<file path="src/core/itc_pkg.sv">
// Constants, register map and vector table of the interrupt controller
//
// Behaviour
// - Seven request sources are arbitrated, each at one of two levels.
// - Each of external pins A and B is level or edge triggered by its own type bit.
// - An edge-type external flag clears when the CPU vectors to it.
// - A level-type external flag follows the low pin and drops on high.
// - Timer A and B overflow flags set on rollover, clear on vectoring.
// - The uart request is rx-done OR tx-done, cleared only by software.
// - The timer C request is overflow OR ext-event, software clears them.
// - With ext-enable set and timer C usable, a falling ext pin edge sets the ext-event flag.
// - The third external input is falling-edge and shares timer C's slot.
// - The i2c request is its interrupt flag, cleared only by software.
// - Software writes set or clear any flag but level-type external ones, and cannot set the i2c one.
// - Enable bit 7 gates all interrupts; individual enables gate each.
// - Enable bits are i2c 6, tc 5, uart 4, tb 3, eb 2, ta 1, ea 0.
// - The priority register uses the enable order with bit 7 reserved.
// - Fixed polling order within a level, each with its own vector.
`default_nettype none
package itc_pkg;
  // Register addresses
  localparam logic [7:0] ADDR_TIMER_CONTROL_REGISTER = 8'h88;
  localparam logic [7:0] ADDR_SCON = 8'h98;
  localparam logic [7:0] ADDR_IE = 8'ha8;
  localparam logic [7:0] ADDR_IP = 8'hb8;
  localparam logic [7:0] ADDR_TIMER_C_CONTROL_REGISTER = 8'hc8;
  localparam logic [7:0] ADDR_I2C_INTERRUPT_REGISTER = 8'hd8;
  localparam logic [7:0] ADDR_STAT = 8'hf0;
  localparam logic [7:0] ADDR_MASK = 8'hf1;
  localparam logic [7:0] RST_BYTE = 8'h00;
  // Enable and priority bit positions
  localparam int B_GLOBAL = 7;
  localparam int B_I2C = 6;
  localparam int B_TC = 5;
  localparam int B_UART = 4;
  localparam int B_TB = 3;
  localparam int B_EB = 2;
  localparam int B_TA = 1;
  localparam int B_EA = 0;
  // Timer control register bits
  localparam int B_IT0 = 0;
  localparam int B_IE0 = 1;
  localparam int B_IT1 = 2;
  localparam int B_IE1 = 3;
  localparam int B_TF0 = 5;
  localparam int B_TF1 = 7;
  // Timer C control, uart and i2c bits
  localparam int B_TIMER_C_EXT_ENABLE = 3;
  localparam int B_TIMER_C_EXT_EVENT_FLAG = 6;
  localparam int B_TF2 = 7;
  localparam int B_RI = 0;
  localparam int B_TI = 1;
  localparam int B_SI = 7;
  // Polling order index, highest first
  localparam int NSRC = 7;
  localparam logic [2:0] SRC_EXT_A = 3'h0;
  localparam logic [2:0] SRC_TC = 3'h1;
  localparam logic [2:0] SRC_I2C = 3'h2;
  localparam logic [2:0] SRC_TA = 3'h3;
  localparam logic [2:0] SRC_EXT_B = 3'h4;
  localparam logic [2:0] SRC_TB = 3'h5;
  localparam logic [2:0] SRC_UART = 3'h6;
  // Clocks per machine cycle
  localparam int CYCLE_CLKS = 12;
  localparam logic [3:0] CYCLE_LAST = 4'(CYCLE_CLKS - 1);

  // Vector address of a polling index
  function automatic logic [15:0] vec_addr(input logic [2:0] idx);
    case (idx)
      SRC_EXT_A: vec_addr = 16'h0003;
      SRC_TC: vec_addr = 16'h002b;
      SRC_I2C: vec_addr = 16'h0053;
      SRC_TA: vec_addr = 16'h000b;
      SRC_EXT_B: vec_addr = 16'h0013;
      SRC_TB: vec_addr = 16'h001b;
      SRC_UART: vec_addr = 16'h0023;
      default: vec_addr = 16'h0000;
    endcase
  endfunction : vec_addr
endpackage : itc_pkg
`default_nettype wire

</file>
<file path="src/core/itc_tick.sv">
// Machine-cycle enable divider
`default_nettype none
module itc_tick (
  input wire logic clk_i,   // System clock
  input wire logic rst_n_i, // Async reset, active low
  output logic tick_o       // One-cycle pulse per machine cycle
);
  logic [3:0] cnt_ff;

  // Count clocks of one machine cycle
  always_ff @(posedge clk_i or negedge rst_n_i) begin
    if (!rst_n_i) begin
      cnt_ff <= 4'h0;
    end else if (cnt_ff == itc_pkg::CYCLE_LAST) begin
      cnt_ff <= 4'h0;
    end else begin
      cnt_ff <= cnt_ff + 4'h1;
    end
  end

  assign tick_o = (cnt_ff == itc_pkg::CYCLE_LAST);
endmodule : itc_tick
`default_nettype wire

</file>
<file path="src/core/itc_pick.sv">
// Fixed-order picker, lowest index wins
`default_nettype none
module itc_pick (
  input wire logic [6:0] req_i, // Requests in polling order
  output logic valid_o,         // Any request present
  output logic [2:0] idx_o      // Winning index
);
  // Scan from lowest priority up so the highest overwrites
  always_comb begin
    valid_o = 1'b0;
    idx_o = 3'h0;
    for (int k = itc_pkg::NSRC - 1; k >= 0; k--) begin
      if (req_i[k]) begin
        valid_o = 1'b1;
        idx_o = 3'(k);
      end
    end
  end
endmodule : itc_pick
`default_nettype wire

</file>
<file path="src/core/itc_ctrl.sv">
// Two-level interrupt controller top
`default_nettype none
module itc_ctrl (
  input wire logic clk_i,                 // System clock, 25 MHz
  input wire logic rst_n_i,               // Async reset, active low
  input wire logic [7:0] addr_i,          // Register address
  input wire logic [7:0] wdata_i,         // Write data
  input wire logic wr_i,                  // Write strobe
  input wire logic rd_i,                  // Read strobe
  output logic [7:0] rdata_o,             // Read data, cycle after strobe
  input wire logic ext_irq_pin_a_n_i,     // External pin A, active low
  input wire logic ext_irq_pin_b_n_i,     // External pin B, active low
  input wire logic timer_c_ext_input_pin_i, // Third external edge input
  input wire logic timer_c_ext_usable_i,  // Timer C free or baud mode
  input wire logic timer_a_rollover_i,    // Timer A rollover pulse
  input wire logic timer_b_rollover_i,    // Timer B rollover pulse
  input wire logic timer_c_rollover_i,    // Timer C rollover pulse
  input wire logic uart_rx_done_i,        // Uart receive complete pulse
  input wire logic uart_tx_done_i,        // Uart transmit complete pulse
  input wire logic i2c_si_set_i,          // I2c interrupt flag set pulse
  input wire logic cpu_ack_i,             // CPU vectors to offered source
  input wire logic cpu_reti_i,            // CPU returns from a routine
  output logic vector_req_o,              // Vector offered to the CPU
  output logic [15:0] vector_addr_o,      // Offered vector address
  output logic irq_o                      // Masked status summary
);
  logic tick;
  logic [7:0] ie_ff;
  logic [7:0] ip_ff;
  logic it0_ff, it1_ff, ie0_ff, ie1_ff, tf0_ff, tf1_ff;
  logic tf2_ff, timer_c_ext_event_flag_ff, timer_c_ext_enable_ff, ri_ff, ti_ff, si_ff;
  logic pin_a_ff, pin_b_ff, pin_c_ff;
  logic fall_a, fall_b, fall_c;
  logic wr_timer_control_register, wr_timer_c_control_register, wr_scon, wr_i2c_interrupt_register;
  logic take, take_idx_hi;
  logic [6:0] flag_poll, en_poll, prio_poll, pend;
  logic hi_valid, lo_valid;
  logic [2:0] hi_idx, lo_idx;
  logic req_ff;
  logic [2:0] src_ff;
  logic lvl_ff;
  logic [15:0] vaddr_ff;
  logic in_hi_ff, in_lo_ff;
  logic [6:0] stat_ff, mask_ff;
  logic [7:0] rdata_ff, nxt_rdata;

  itc_tick u_tick (
    .clk_i(clk_i),
    .rst_n_i(rst_n_i),
    .tick_o(tick)
  );

  // Write decodes
  assign wr_timer_control_register = wr_i && (addr_i == itc_pkg::ADDR_TIMER_CONTROL_REGISTER);
  assign wr_timer_c_control_register = wr_i && (addr_i == itc_pkg::ADDR_TIMER_C_CONTROL_REGISTER);
  assign wr_scon = wr_i && (addr_i == itc_pkg::ADDR_SCON);
  assign wr_i2c_interrupt_register = wr_i && (addr_i == itc_pkg::ADDR_I2C_INTERRUPT_REGISTER);
  assign take = cpu_ack_i && req_ff;

  // Previous pin levels for falling-edge detection
  always_ff @(posedge clk_i or negedge rst_n_i) begin
    if (!rst_n_i) begin
      pin_a_ff <= 1'b1;
      pin_b_ff <= 1'b1;
      pin_c_ff <= 1'b1;
    end else begin
      pin_a_ff <= ext_irq_pin_a_n_i;
      pin_b_ff <= ext_irq_pin_b_n_i;
      pin_c_ff <= timer_c_ext_input_pin_i;
    end
  end
  assign fall_a = pin_a_ff && !ext_irq_pin_a_n_i;
  assign fall_b = pin_b_ff && !ext_irq_pin_b_n_i;
  assign fall_c = pin_c_ff && !timer_c_ext_input_pin_i;

  // Enable and priority registers
  always_ff @(posedge clk_i or negedge rst_n_i) begin
    if (!rst_n_i) begin
      ie_ff <= itc_pkg::RST_BYTE;
      ip_ff <= itc_pkg::RST_BYTE;
    end else begin
      if (wr_i && addr_i == itc_pkg::ADDR_IE) begin
        ie_ff <= wdata_i;
      end
      if (wr_i && addr_i == itc_pkg::ADDR_IP) begin
        ip_ff <= {1'b0, wdata_i[6:0]};
      end
    end
  end

  // External A and B flags: level follows pin, edge is sticky
  always_ff @(posedge clk_i or negedge rst_n_i) begin
    if (!rst_n_i) begin
      it0_ff <= 1'b0;
      it1_ff <= 1'b0;
      ie0_ff <= 1'b0;
      ie1_ff <= 1'b0;
    end else begin
      if (wr_timer_control_register) begin
        it0_ff <= wdata_i[itc_pkg::B_IT0];
        it1_ff <= wdata_i[itc_pkg::B_IT1];
      end
      if (!it0_ff) begin
        ie0_ff <= !ext_irq_pin_a_n_i;
      end else if (fall_a) begin
        ie0_ff <= 1'b1;
      end else if (wr_timer_control_register) begin
        ie0_ff <= wdata_i[itc_pkg::B_IE0];
      end else if (take && src_ff == itc_pkg::SRC_EXT_A) begin
        ie0_ff <= 1'b0;
      end
      if (!it1_ff) begin
        ie1_ff <= !ext_irq_pin_b_n_i;
      end else if (fall_b) begin
        ie1_ff <= 1'b1;
      end else if (wr_timer_control_register) begin
        ie1_ff <= wdata_i[itc_pkg::B_IE1];
      end else if (take && src_ff == itc_pkg::SRC_EXT_B) begin
        ie1_ff <= 1'b0;
      end
    end
  end

  // Timer A and B overflow flags
  always_ff @(posedge clk_i or negedge rst_n_i) begin
    if (!rst_n_i) begin
      tf0_ff <= 1'b0;
      tf1_ff <= 1'b0;
    end else begin
      if (timer_a_rollover_i) begin
        tf0_ff <= 1'b1;
      end else if (wr_timer_control_register) begin
        tf0_ff <= wdata_i[itc_pkg::B_TF0];
      end else if (take && src_ff == itc_pkg::SRC_TA) begin
        tf0_ff <= 1'b0;
      end
      if (timer_b_rollover_i) begin
        tf1_ff <= 1'b1;
      end else if (wr_timer_control_register) begin
        tf1_ff <= wdata_i[itc_pkg::B_TF1];
      end else if (take && src_ff == itc_pkg::SRC_TB) begin
        tf1_ff <= 1'b0;
      end
    end
  end

  // Timer C flags, never cleared by vectoring
  always_ff @(posedge clk_i or negedge rst_n_i) begin
    if (!rst_n_i) begin
      tf2_ff <= 1'b0;
      timer_c_ext_event_flag_ff <= 1'b0;
      timer_c_ext_enable_ff <= 1'b0;
    end else begin
      if (wr_timer_c_control_register) begin
        timer_c_ext_enable_ff <= wdata_i[itc_pkg::B_TIMER_C_EXT_ENABLE];
      end
      if (timer_c_rollover_i) begin
        tf2_ff <= 1'b1;
      end else if (wr_timer_c_control_register) begin
        tf2_ff <= wdata_i[itc_pkg::B_TF2];
      end
      if (timer_c_ext_enable_ff && fall_c && timer_c_ext_usable_i) begin
        timer_c_ext_event_flag_ff <= 1'b1;
      end else if (wr_timer_c_control_register) begin
        timer_c_ext_event_flag_ff <= wdata_i[itc_pkg::B_TIMER_C_EXT_EVENT_FLAG];
      end
    end
  end

  // Uart and i2c flags, cleared only by software
  always_ff @(posedge clk_i or negedge rst_n_i) begin
    if (!rst_n_i) begin
      ri_ff <= 1'b0;
      ti_ff <= 1'b0;
      si_ff <= 1'b0;
    end else begin
      if (uart_rx_done_i) begin
        ri_ff <= 1'b1;
      end else if (wr_scon) begin
        ri_ff <= wdata_i[itc_pkg::B_RI];
      end
      if (uart_tx_done_i) begin
        ti_ff <= 1'b1;
      end else if (wr_scon) begin
        ti_ff <= wdata_i[itc_pkg::B_TI];
      end
      if (i2c_si_set_i) begin
        si_ff <= 1'b1;
      end else if (wr_i2c_interrupt_register && !wdata_i[itc_pkg::B_SI]) begin
        si_ff <= 1'b0;
      end
    end
  end

  // Requests, enables and levels in polling order
  assign flag_poll = {ri_ff || ti_ff, tf1_ff, ie1_ff, tf0_ff, si_ff,
                      tf2_ff || timer_c_ext_event_flag_ff, ie0_ff};
  assign en_poll = {ie_ff[itc_pkg::B_UART], ie_ff[itc_pkg::B_TB],
                    ie_ff[itc_pkg::B_EB], ie_ff[itc_pkg::B_TA],
                    ie_ff[itc_pkg::B_I2C], ie_ff[itc_pkg::B_TC],
                    ie_ff[itc_pkg::B_EA]};
  assign prio_poll = {ip_ff[itc_pkg::B_UART], ip_ff[itc_pkg::B_TB],
                      ip_ff[itc_pkg::B_EB], ip_ff[itc_pkg::B_TA],
                      ip_ff[itc_pkg::B_I2C], ip_ff[itc_pkg::B_TC],
                      ip_ff[itc_pkg::B_EA]};
  assign pend = flag_poll & en_poll
              & {7{ie_ff[itc_pkg::B_GLOBAL]}};

  // One picker per priority level
  itc_pick u_pick_hi (
    .req_i(pend & prio_poll),
    .valid_o(hi_valid),
    .idx_o(hi_idx)
  );
  itc_pick u_pick_lo (
    .req_i(pend & ~prio_poll),
    .valid_o(lo_valid),
    .idx_o(lo_idx)
  );
  assign take_idx_hi = hi_valid && !in_hi_ff;

  // Offer a vector, re-evaluated once per machine cycle
  always_ff @(posedge clk_i or negedge rst_n_i) begin
    if (!rst_n_i) begin
      req_ff <= 1'b0;
      src_ff <= 3'h0;
      lvl_ff <= 1'b0;
      vaddr_ff <= 16'h0000;
    end else if (take) begin
      req_ff <= 1'b0;
    end else if (tick) begin
      if (take_idx_hi) begin
        req_ff <= 1'b1;
        src_ff <= hi_idx;
        lvl_ff <= 1'b1;
        vaddr_ff <= itc_pkg::vec_addr(hi_idx);
      end else if (lo_valid && !in_hi_ff && !in_lo_ff) begin
        req_ff <= 1'b1;
        src_ff <= lo_idx;
        lvl_ff <= 1'b0;
        vaddr_ff <= itc_pkg::vec_addr(lo_idx);
      end else begin
        req_ff <= 1'b0;
      end
    end
  end
  assign vector_req_o = req_ff;
  assign vector_addr_o = vaddr_ff;

  // Routines in service, one per level
  always_ff @(posedge clk_i or negedge rst_n_i) begin
    if (!rst_n_i) begin
      in_hi_ff <= 1'b0;
      in_lo_ff <= 1'b0;
    end else if (take) begin
      if (lvl_ff) begin
        in_hi_ff <= 1'b1;
      end else begin
        in_lo_ff <= 1'b1;
      end
    end else if (cpu_reti_i) begin
      if (in_hi_ff) begin
        in_hi_ff <= 1'b0;
      end else begin
        in_lo_ff <= 1'b0;
      end
    end
  end

  // Sticky per-source accept status, write one to clear, set wins
  always_ff @(posedge clk_i or negedge rst_n_i) begin
    if (!rst_n_i) begin
      stat_ff <= 7'h00;
      mask_ff <= 7'h00;
    end else begin
      if (wr_i && addr_i == itc_pkg::ADDR_MASK) begin
        mask_ff <= wdata_i[6:0];
      end
      for (int k = 0; k < itc_pkg::NSRC; k++) begin
        if (take && src_ff == 3'(k)) begin
          stat_ff[k] <= 1'b1;
        end else if (wr_i && addr_i == itc_pkg::ADDR_STAT && wdata_i[k]) begin
          stat_ff[k] <= 1'b0;
        end
      end
    end
  end
  assign irq_o = |(stat_ff & mask_ff);

  // Read mux, data valid only the cycle after the strobe
  always_comb begin
    nxt_rdata = 8'h00;
    case (addr_i)
      itc_pkg::ADDR_IE: nxt_rdata = ie_ff;
      itc_pkg::ADDR_IP: nxt_rdata = ip_ff;
      itc_pkg::ADDR_TIMER_CONTROL_REGISTER: begin
        nxt_rdata[itc_pkg::B_IT0] = it0_ff;
        nxt_rdata[itc_pkg::B_IE0] = ie0_ff;
        nxt_rdata[itc_pkg::B_IT1] = it1_ff;
        nxt_rdata[itc_pkg::B_IE1] = ie1_ff;
        nxt_rdata[itc_pkg::B_TF0] = tf0_ff;
        nxt_rdata[itc_pkg::B_TF1] = tf1_ff;
      end
      itc_pkg::ADDR_TIMER_C_CONTROL_REGISTER: begin
        nxt_rdata[itc_pkg::B_TIMER_C_EXT_ENABLE] = timer_c_ext_enable_ff;
        nxt_rdata[itc_pkg::B_TIMER_C_EXT_EVENT_FLAG] = timer_c_ext_event_flag_ff;
        nxt_rdata[itc_pkg::B_TF2] = tf2_ff;
      end
      itc_pkg::ADDR_SCON: begin
        nxt_rdata[itc_pkg::B_RI] = ri_ff;
        nxt_rdata[itc_pkg::B_TI] = ti_ff;
      end
      itc_pkg::ADDR_I2C_INTERRUPT_REGISTER: nxt_rdata[itc_pkg::B_SI] = si_ff;
      itc_pkg::ADDR_STAT: nxt_rdata = {1'b0, stat_ff};
      itc_pkg::ADDR_MASK: nxt_rdata = {1'b0, mask_ff};
      default: nxt_rdata = 8'h00;
    endcase
  end

  always_ff @(posedge clk_i or negedge rst_n_i) begin
    if (!rst_n_i) begin
      rdata_ff <= 8'h00;
    end else if (rd_i) begin
      rdata_ff <= nxt_rdata;
    end else begin
      rdata_ff <= 8'h00;
    end
  end
  assign rdata_o = rdata_ff;
endmodule : itc_ctrl
`default_nettype wire

</file>
<file path="config.mk">
export PLATFORM = sky130hd
export DESIGN_NAME = itc_ctrl
export DESIGN_NICKNAME = d
export VERILOG_FILES = /design/src/core/itc_pkg.sv /design/src/core/itc_tick.sv /design/src/core/itc_pick.sv /design/src/core/itc_ctrl.sv
export SDC_FILE = /design/constraint.sdc
export NUM_CORES = 1
export LEC_CHECK = 0
export ABC_AREA = 1
export BUFFER_PORTS_ARGS = -buffer_cell sky130_fd_sc_hd__clkbuf_2
export CORE_UTILIZATION = 30
export CTS_CLUSTER_DIAMETER = 100
export DETAILED_ROUTE_END_ITERATION = 7
export REMOVE_ABC_BUFFERS = 1
export SLEW_MARGIN = 20
export SYNTH_ARGS = -nofsm -noshare
export SYNTH_HDL_FRONTEND = slang
export SYNTH_SLANG_ARGS = --single-unit
</file>
<file path="constraint.sdc">
create_clock -name clk_i -period 3.6 [get_ports clk_i]
set_input_delay 0.54 -clock clk_i [delete_from_list [all_inputs] [get_ports clk_i]]
set_output_delay 0.54 -clock clk_i [all_outputs]
set_load 0.01 [all_outputs]
</file>
# Yosys cells after proc, flatten, opt, wreduce, memory -nomap -nowiden
# Cells that the tools add are included.
# op_classes
n_mux,94
reduce_logical,64
n_bitwise,7
n_eq_ne,32
n_addsub,1
# op_table
op,count
$pmux 7 s7,2
$mux 1,65
$eq 8x8->1 const B,8
$mux 3,16
$and 7x7->7,5
$logic_and 1x1->1,32
$mux 16,2
$reduce_bool 2->1,15
$eq 3x3->1 const B,9
$eq 3x2->1 const B,6
$pmux 1 s5,3
$pmux 2 s6,1
$eq 3x1->1 const B,3
$logic_not 3->1,3
$mux 8,1
$ne 4x1->1 const B,2
$pmux 1 s4,2
$not 7->7,1
$reduce_or 7->1,1
$logic_not 1->1,6
$pmux 1 s6,1
$reduce_and 3->1,2
$reduce_bool 3->1,2
$add 4x1->4 const B,1
other kinds (7),9
# totals
reg_bits,79
in_bits,32
out_inout_bits,26
elab_cells,231

# Logic depth before layout (Yosys ltp)
# logic_depth
depth_word,17
ltp_mapped,14
depth_no_buf,13

# Cells and area by module
# Synthesis repeated with hierarchy kept, for this count alone.
# hier_totals
cells_unflattened,499
hier_area_um2,3903.7
# by_module_without_submodules
mod,seq_area_each_um2,cells_each,instances,area_each_um2
itc_ctrl,1605.3,441,1,3538.4
itc_pick,0.0,18,2,91.3
itc_tick,100.1,22,1,182.7

# Least setup slack after synthesis
# Ideal clock, no wire load.
# synth_path
path_kind,input to register
from,input port addr_i[6]
to,register stat_ff[0]
path_stages,8
setup_ns,0.120
path_buffers,1
arrival_ns,1.543
slack_ns,1.937
required_ns,3.480
cell_sequence,nand2_1 -> inv_1 -> nand4_2 -> or2_1 -> clkbuf_1 -> or2_4 -> o21ai_1 -> nand2_1
# synth_between
elab_chain_len,4
# synth_rtl
element,line_no,text
"start, declared",itc_ctrl.sv:6,"input wire logic [7:0] addr_i,"
$eq 8x8->1,itc_ctrl.sv:282,end else if (wr_i && addr_i == itc_pkg::ADDR_STAT && wdata_i[k]) begin
$logic_and 1x1->1 (2 in series),itc_ctrl.sv:282,
$reduce_bool 2->1 (no line),--,
"end signal, assigned",itc_ctrl.sv:273,stat_ff <= 7'h00;
"end signal, assigned by index",itc_ctrl.sv:281,stat_ff[k] <= 1'b1;
"end signal, assigned by index",itc_ctrl.sv:283,stat_ff[k] <= 1'b0;
"end, declared",itc_ctrl.sv:44,"logic [6:0] stat_ff, mask_ff;"
# No other way between the ends.
# A chain may end at the register's enable or synchronous reset.

# Worst setup path in the final report
# layout_path
from,register stat_ff[2]
to,output port irq_o
# layout_between
elab_chain_len,2
# layout_rtl
element,line_no,text
$and 7x7->7,itc_ctrl.sv:288,assign irq_o = |(stat_ff & mask_ff);
$reduce_or 7->1,itc_ctrl.sv:288,
"end, declared",itc_ctrl.sv:25,output logic irq_o
# No other way between the ends.

==> flow_summary.ini <==
[run_status]
status = finished clean

[cts]
clock-sinks = 68
ctsHoldBuffers = 0
cts_buffer_depth = 2
cts_tree = built
cts_made_buffers = 9
cts_setup_buffers = 0
ctsResizeCount = 0
clockRootBuffer = clkbuf_16
clk_pin_slew_ps = 50
clock_latency_ps = 330
cts.htree.levels = 3

[die]
die_h_um = 111
rows = 39
core_area_um2 = 11500
design.die.area_um2 = 12300
ios = 58
initial_core_util_pct = 30.9
die_w_um = 111

[synth]
yosysMostFrequentCell = nand2_1
syn_avg_cell_area_um2 = 7.88
synth_seq_area_share_pct = 48.1
synth-seq-cells = 68
synthCells = 450
netlist_area_um2 = 3550
synth.distinct_cells = 43
yosysTopAreaCell = dfrtp_1
yosysWarnings = 0
synth_flop_cell = dfrtp_1
synth-async-reset-ratio_pct = 100
synth_edf_count = 0
synth_area_leaders = dfrtp_1 (46%), nand2_1 (13%), o21ai_0 (7.1%)
yosys-top-cells-count = nand2_1 (123), dfrtp_1 (65), inv_1 (61), o21ai_0 (50), nor2_1 (29)
synth_top_cell_area_share_pct = 45.9

[placed_design]
place_inst = 633
pre_cts_ws_ps = 1570
dpl_cell_area_um2 = 3880
globalplace.congestion = 0.864
numPortBuffers = 47
dp_hpwl_um = 6950

[sta]
final.setup.tns_ps = 0
setup_ws_ps = 1560
fmax_mhz = 489
layout_min_cycle_time_ps = 2040
finalSetupViolCount = 0
finalHoldViolations = 0
fin_skew_ps = 4.53
finalCritPeriodShare_pct = 56.8
slew_violations = 0
worstMarginPinSlew_ps = 865
slew-limit-headroom_pct = 42.3
fin_hold_ws_ps = 305
rsz0062_at_grt = false

[pwr]
total_power_mw = 1.78
pwr-share-seq_pct = 45.5
power_frac_comb_pct = 5.5
leakage_nw = 2.15
power_density_nw_per_um2 = 427
switchingPower_uw = 411
p_clk_share_pct = 49.1
max-vdd-ir-drop_mv = 0.225
p_int_mw = 1.37
swShare_pct = 23.0

[setup_path]
reg2reg_depth = 9
crit_slowest_cell = dfrtp_1
cp_data_required_time_ps = 3060
critPathMaxFanout = 3
worstSetupPathType = flip-flop to primary output
r2r_end = vector_addr_o[6]
r2r-start = ie_ff[7]
start_kind = flip-flop
crit_chain = a22o_1 > a221oi_1 > nand4_1 > clkbuf_2
crit_family = compound AO/OA/AOI/OAI gates
max_stage_delay_ps = 400
critPathCaptureType = primary output
cp_num_buf_inv = 1
r2r_slack_ps = 1640
arrival_ps = 1500

[global_routing]
grt_max_degree = 69
overflow = 0
grtUsageTotal_pct = 15.8
grt_pass1_vias = 3052
grt_pass1_wl_um = 15200
antenna_found_initial = 0

[min_path]
hp-class = primary input to flip-flop
holdPathStages = 1
hp-start = timer_c_ext_input_pin_i
whs_endpoint = pin_c_ff

[detailed_routing]
wl_per_cell_um = 14.1
drt_iter0_drc = 180
drtPass1Iterations = 4
vias = 3118
routed_wl_um = 9130
drc_errors = 0
drtAntennaViolNets = 0
viasPerCell = 4.80

[layout]
diodes = 0
postLayoutCoreUtil_pct = 36.4
fin_cells = 649
syn_to_final_growth_pct = 17.8
fin_nets = 534
fin_area_um2 = 4180
drive_above_1_share_pct = 17.0

[job]
maxCapViolations = 0
## routing by layer
layer | up-vias | routed length, um | track usage [%]
li1 | 1559 | - | -
met1 | 1481 | 4230 | 20.3
met2 | 64 | 4350 | 26.2
met3 | 14 | 334 | 2.95
met4 | 0 | 206 | 6.76
met5 | - | 0 | 0
## placed cells by master (no fill, tap or decap), types with 2 or more instances in the layout
master	instances
nor2_1	29
o22ai_1	3
o21ai_1	7
dfstp_2	3
nor2_2	2
o221ai_1	2
nand2_2	3
nand4_1	15
or2_1	2
a31oi_1	8
clkbuf_1	2
clkinv_2	2
a21oi_1	6
a22o_1	2
clkbuf_16	9
nand2_1	123
inv_2	5
dfrtp_1	65
conb_1	10
clkbuf_2	46
o21ai_0	50
inv_1	61
nand3_1	22
nand4_2	4
## worst max-delay path by stage
stage | start | endpoint | slack (ps) | cells after the start
after floorplan | addr_i[0] | ie_ff[7] | 1890 | 7
after global placement | cpu_ack_i | vector_addr_o[4] | 1610 | 9
after detailed placement | addr_i[0] | ie_ff[7] | 1570 | 8
after CTS | stat_ff[2] | irq_o | 1500 | 4
after global routing | ie_ff[7] | vector_addr_o[4] | 1390 | 11
final | stat_ff[2] | irq_o | 1560 | 4
## registers in the layout, summed over array words and instances, names as in the netlist, 3 cells and up
name,flops
ie_ff,8
ip_ff,7
mask_ff,7
rdata_o,8
src_ff,3
stat_ff,7
u_tick.cnt_ff,4
vector_addr_o,5
## cell families after synthesis
group / Yosys count / share of synthesized area, %
and+or+nand+nor: 209 / 26.7
AOI/OAI and AO/OA: 87 / 14.0
buffers and inverters: 83 / 10.4
DFF: 68 / 48.1
muxes: 1 / 0.317
adders and majority gates: 1 / 0.353
other: 1 / 0.106
## cell type report
cell class	instances	area, um2
Multi-Input combinational cell	308	1510
Inverter	66	248
Clock buffer	12	246
Tap cell	143	179
Fill cell	1189	7290
Clock inverter	4	48.8
Sequential cell	68	1710
Timing Repair Buffer	48	243
## power by group through the flow
stage | Sequential [mW] | Clock [mW] | Combinational (mW)
detailed placement | 0.824 | 0 | 0.0993
global placement | 0.823 | 0 | 0.0963
floorplan | 0.818 | 0 | 0.0449
global route | 0.814 | 0.920 | 0.112
finish | 0.811 | 0.876 | 0.0973
CTS | 0.810 | 0.894 | 0.0996
No activity file was read; power rests on OpenSTA's default activity.
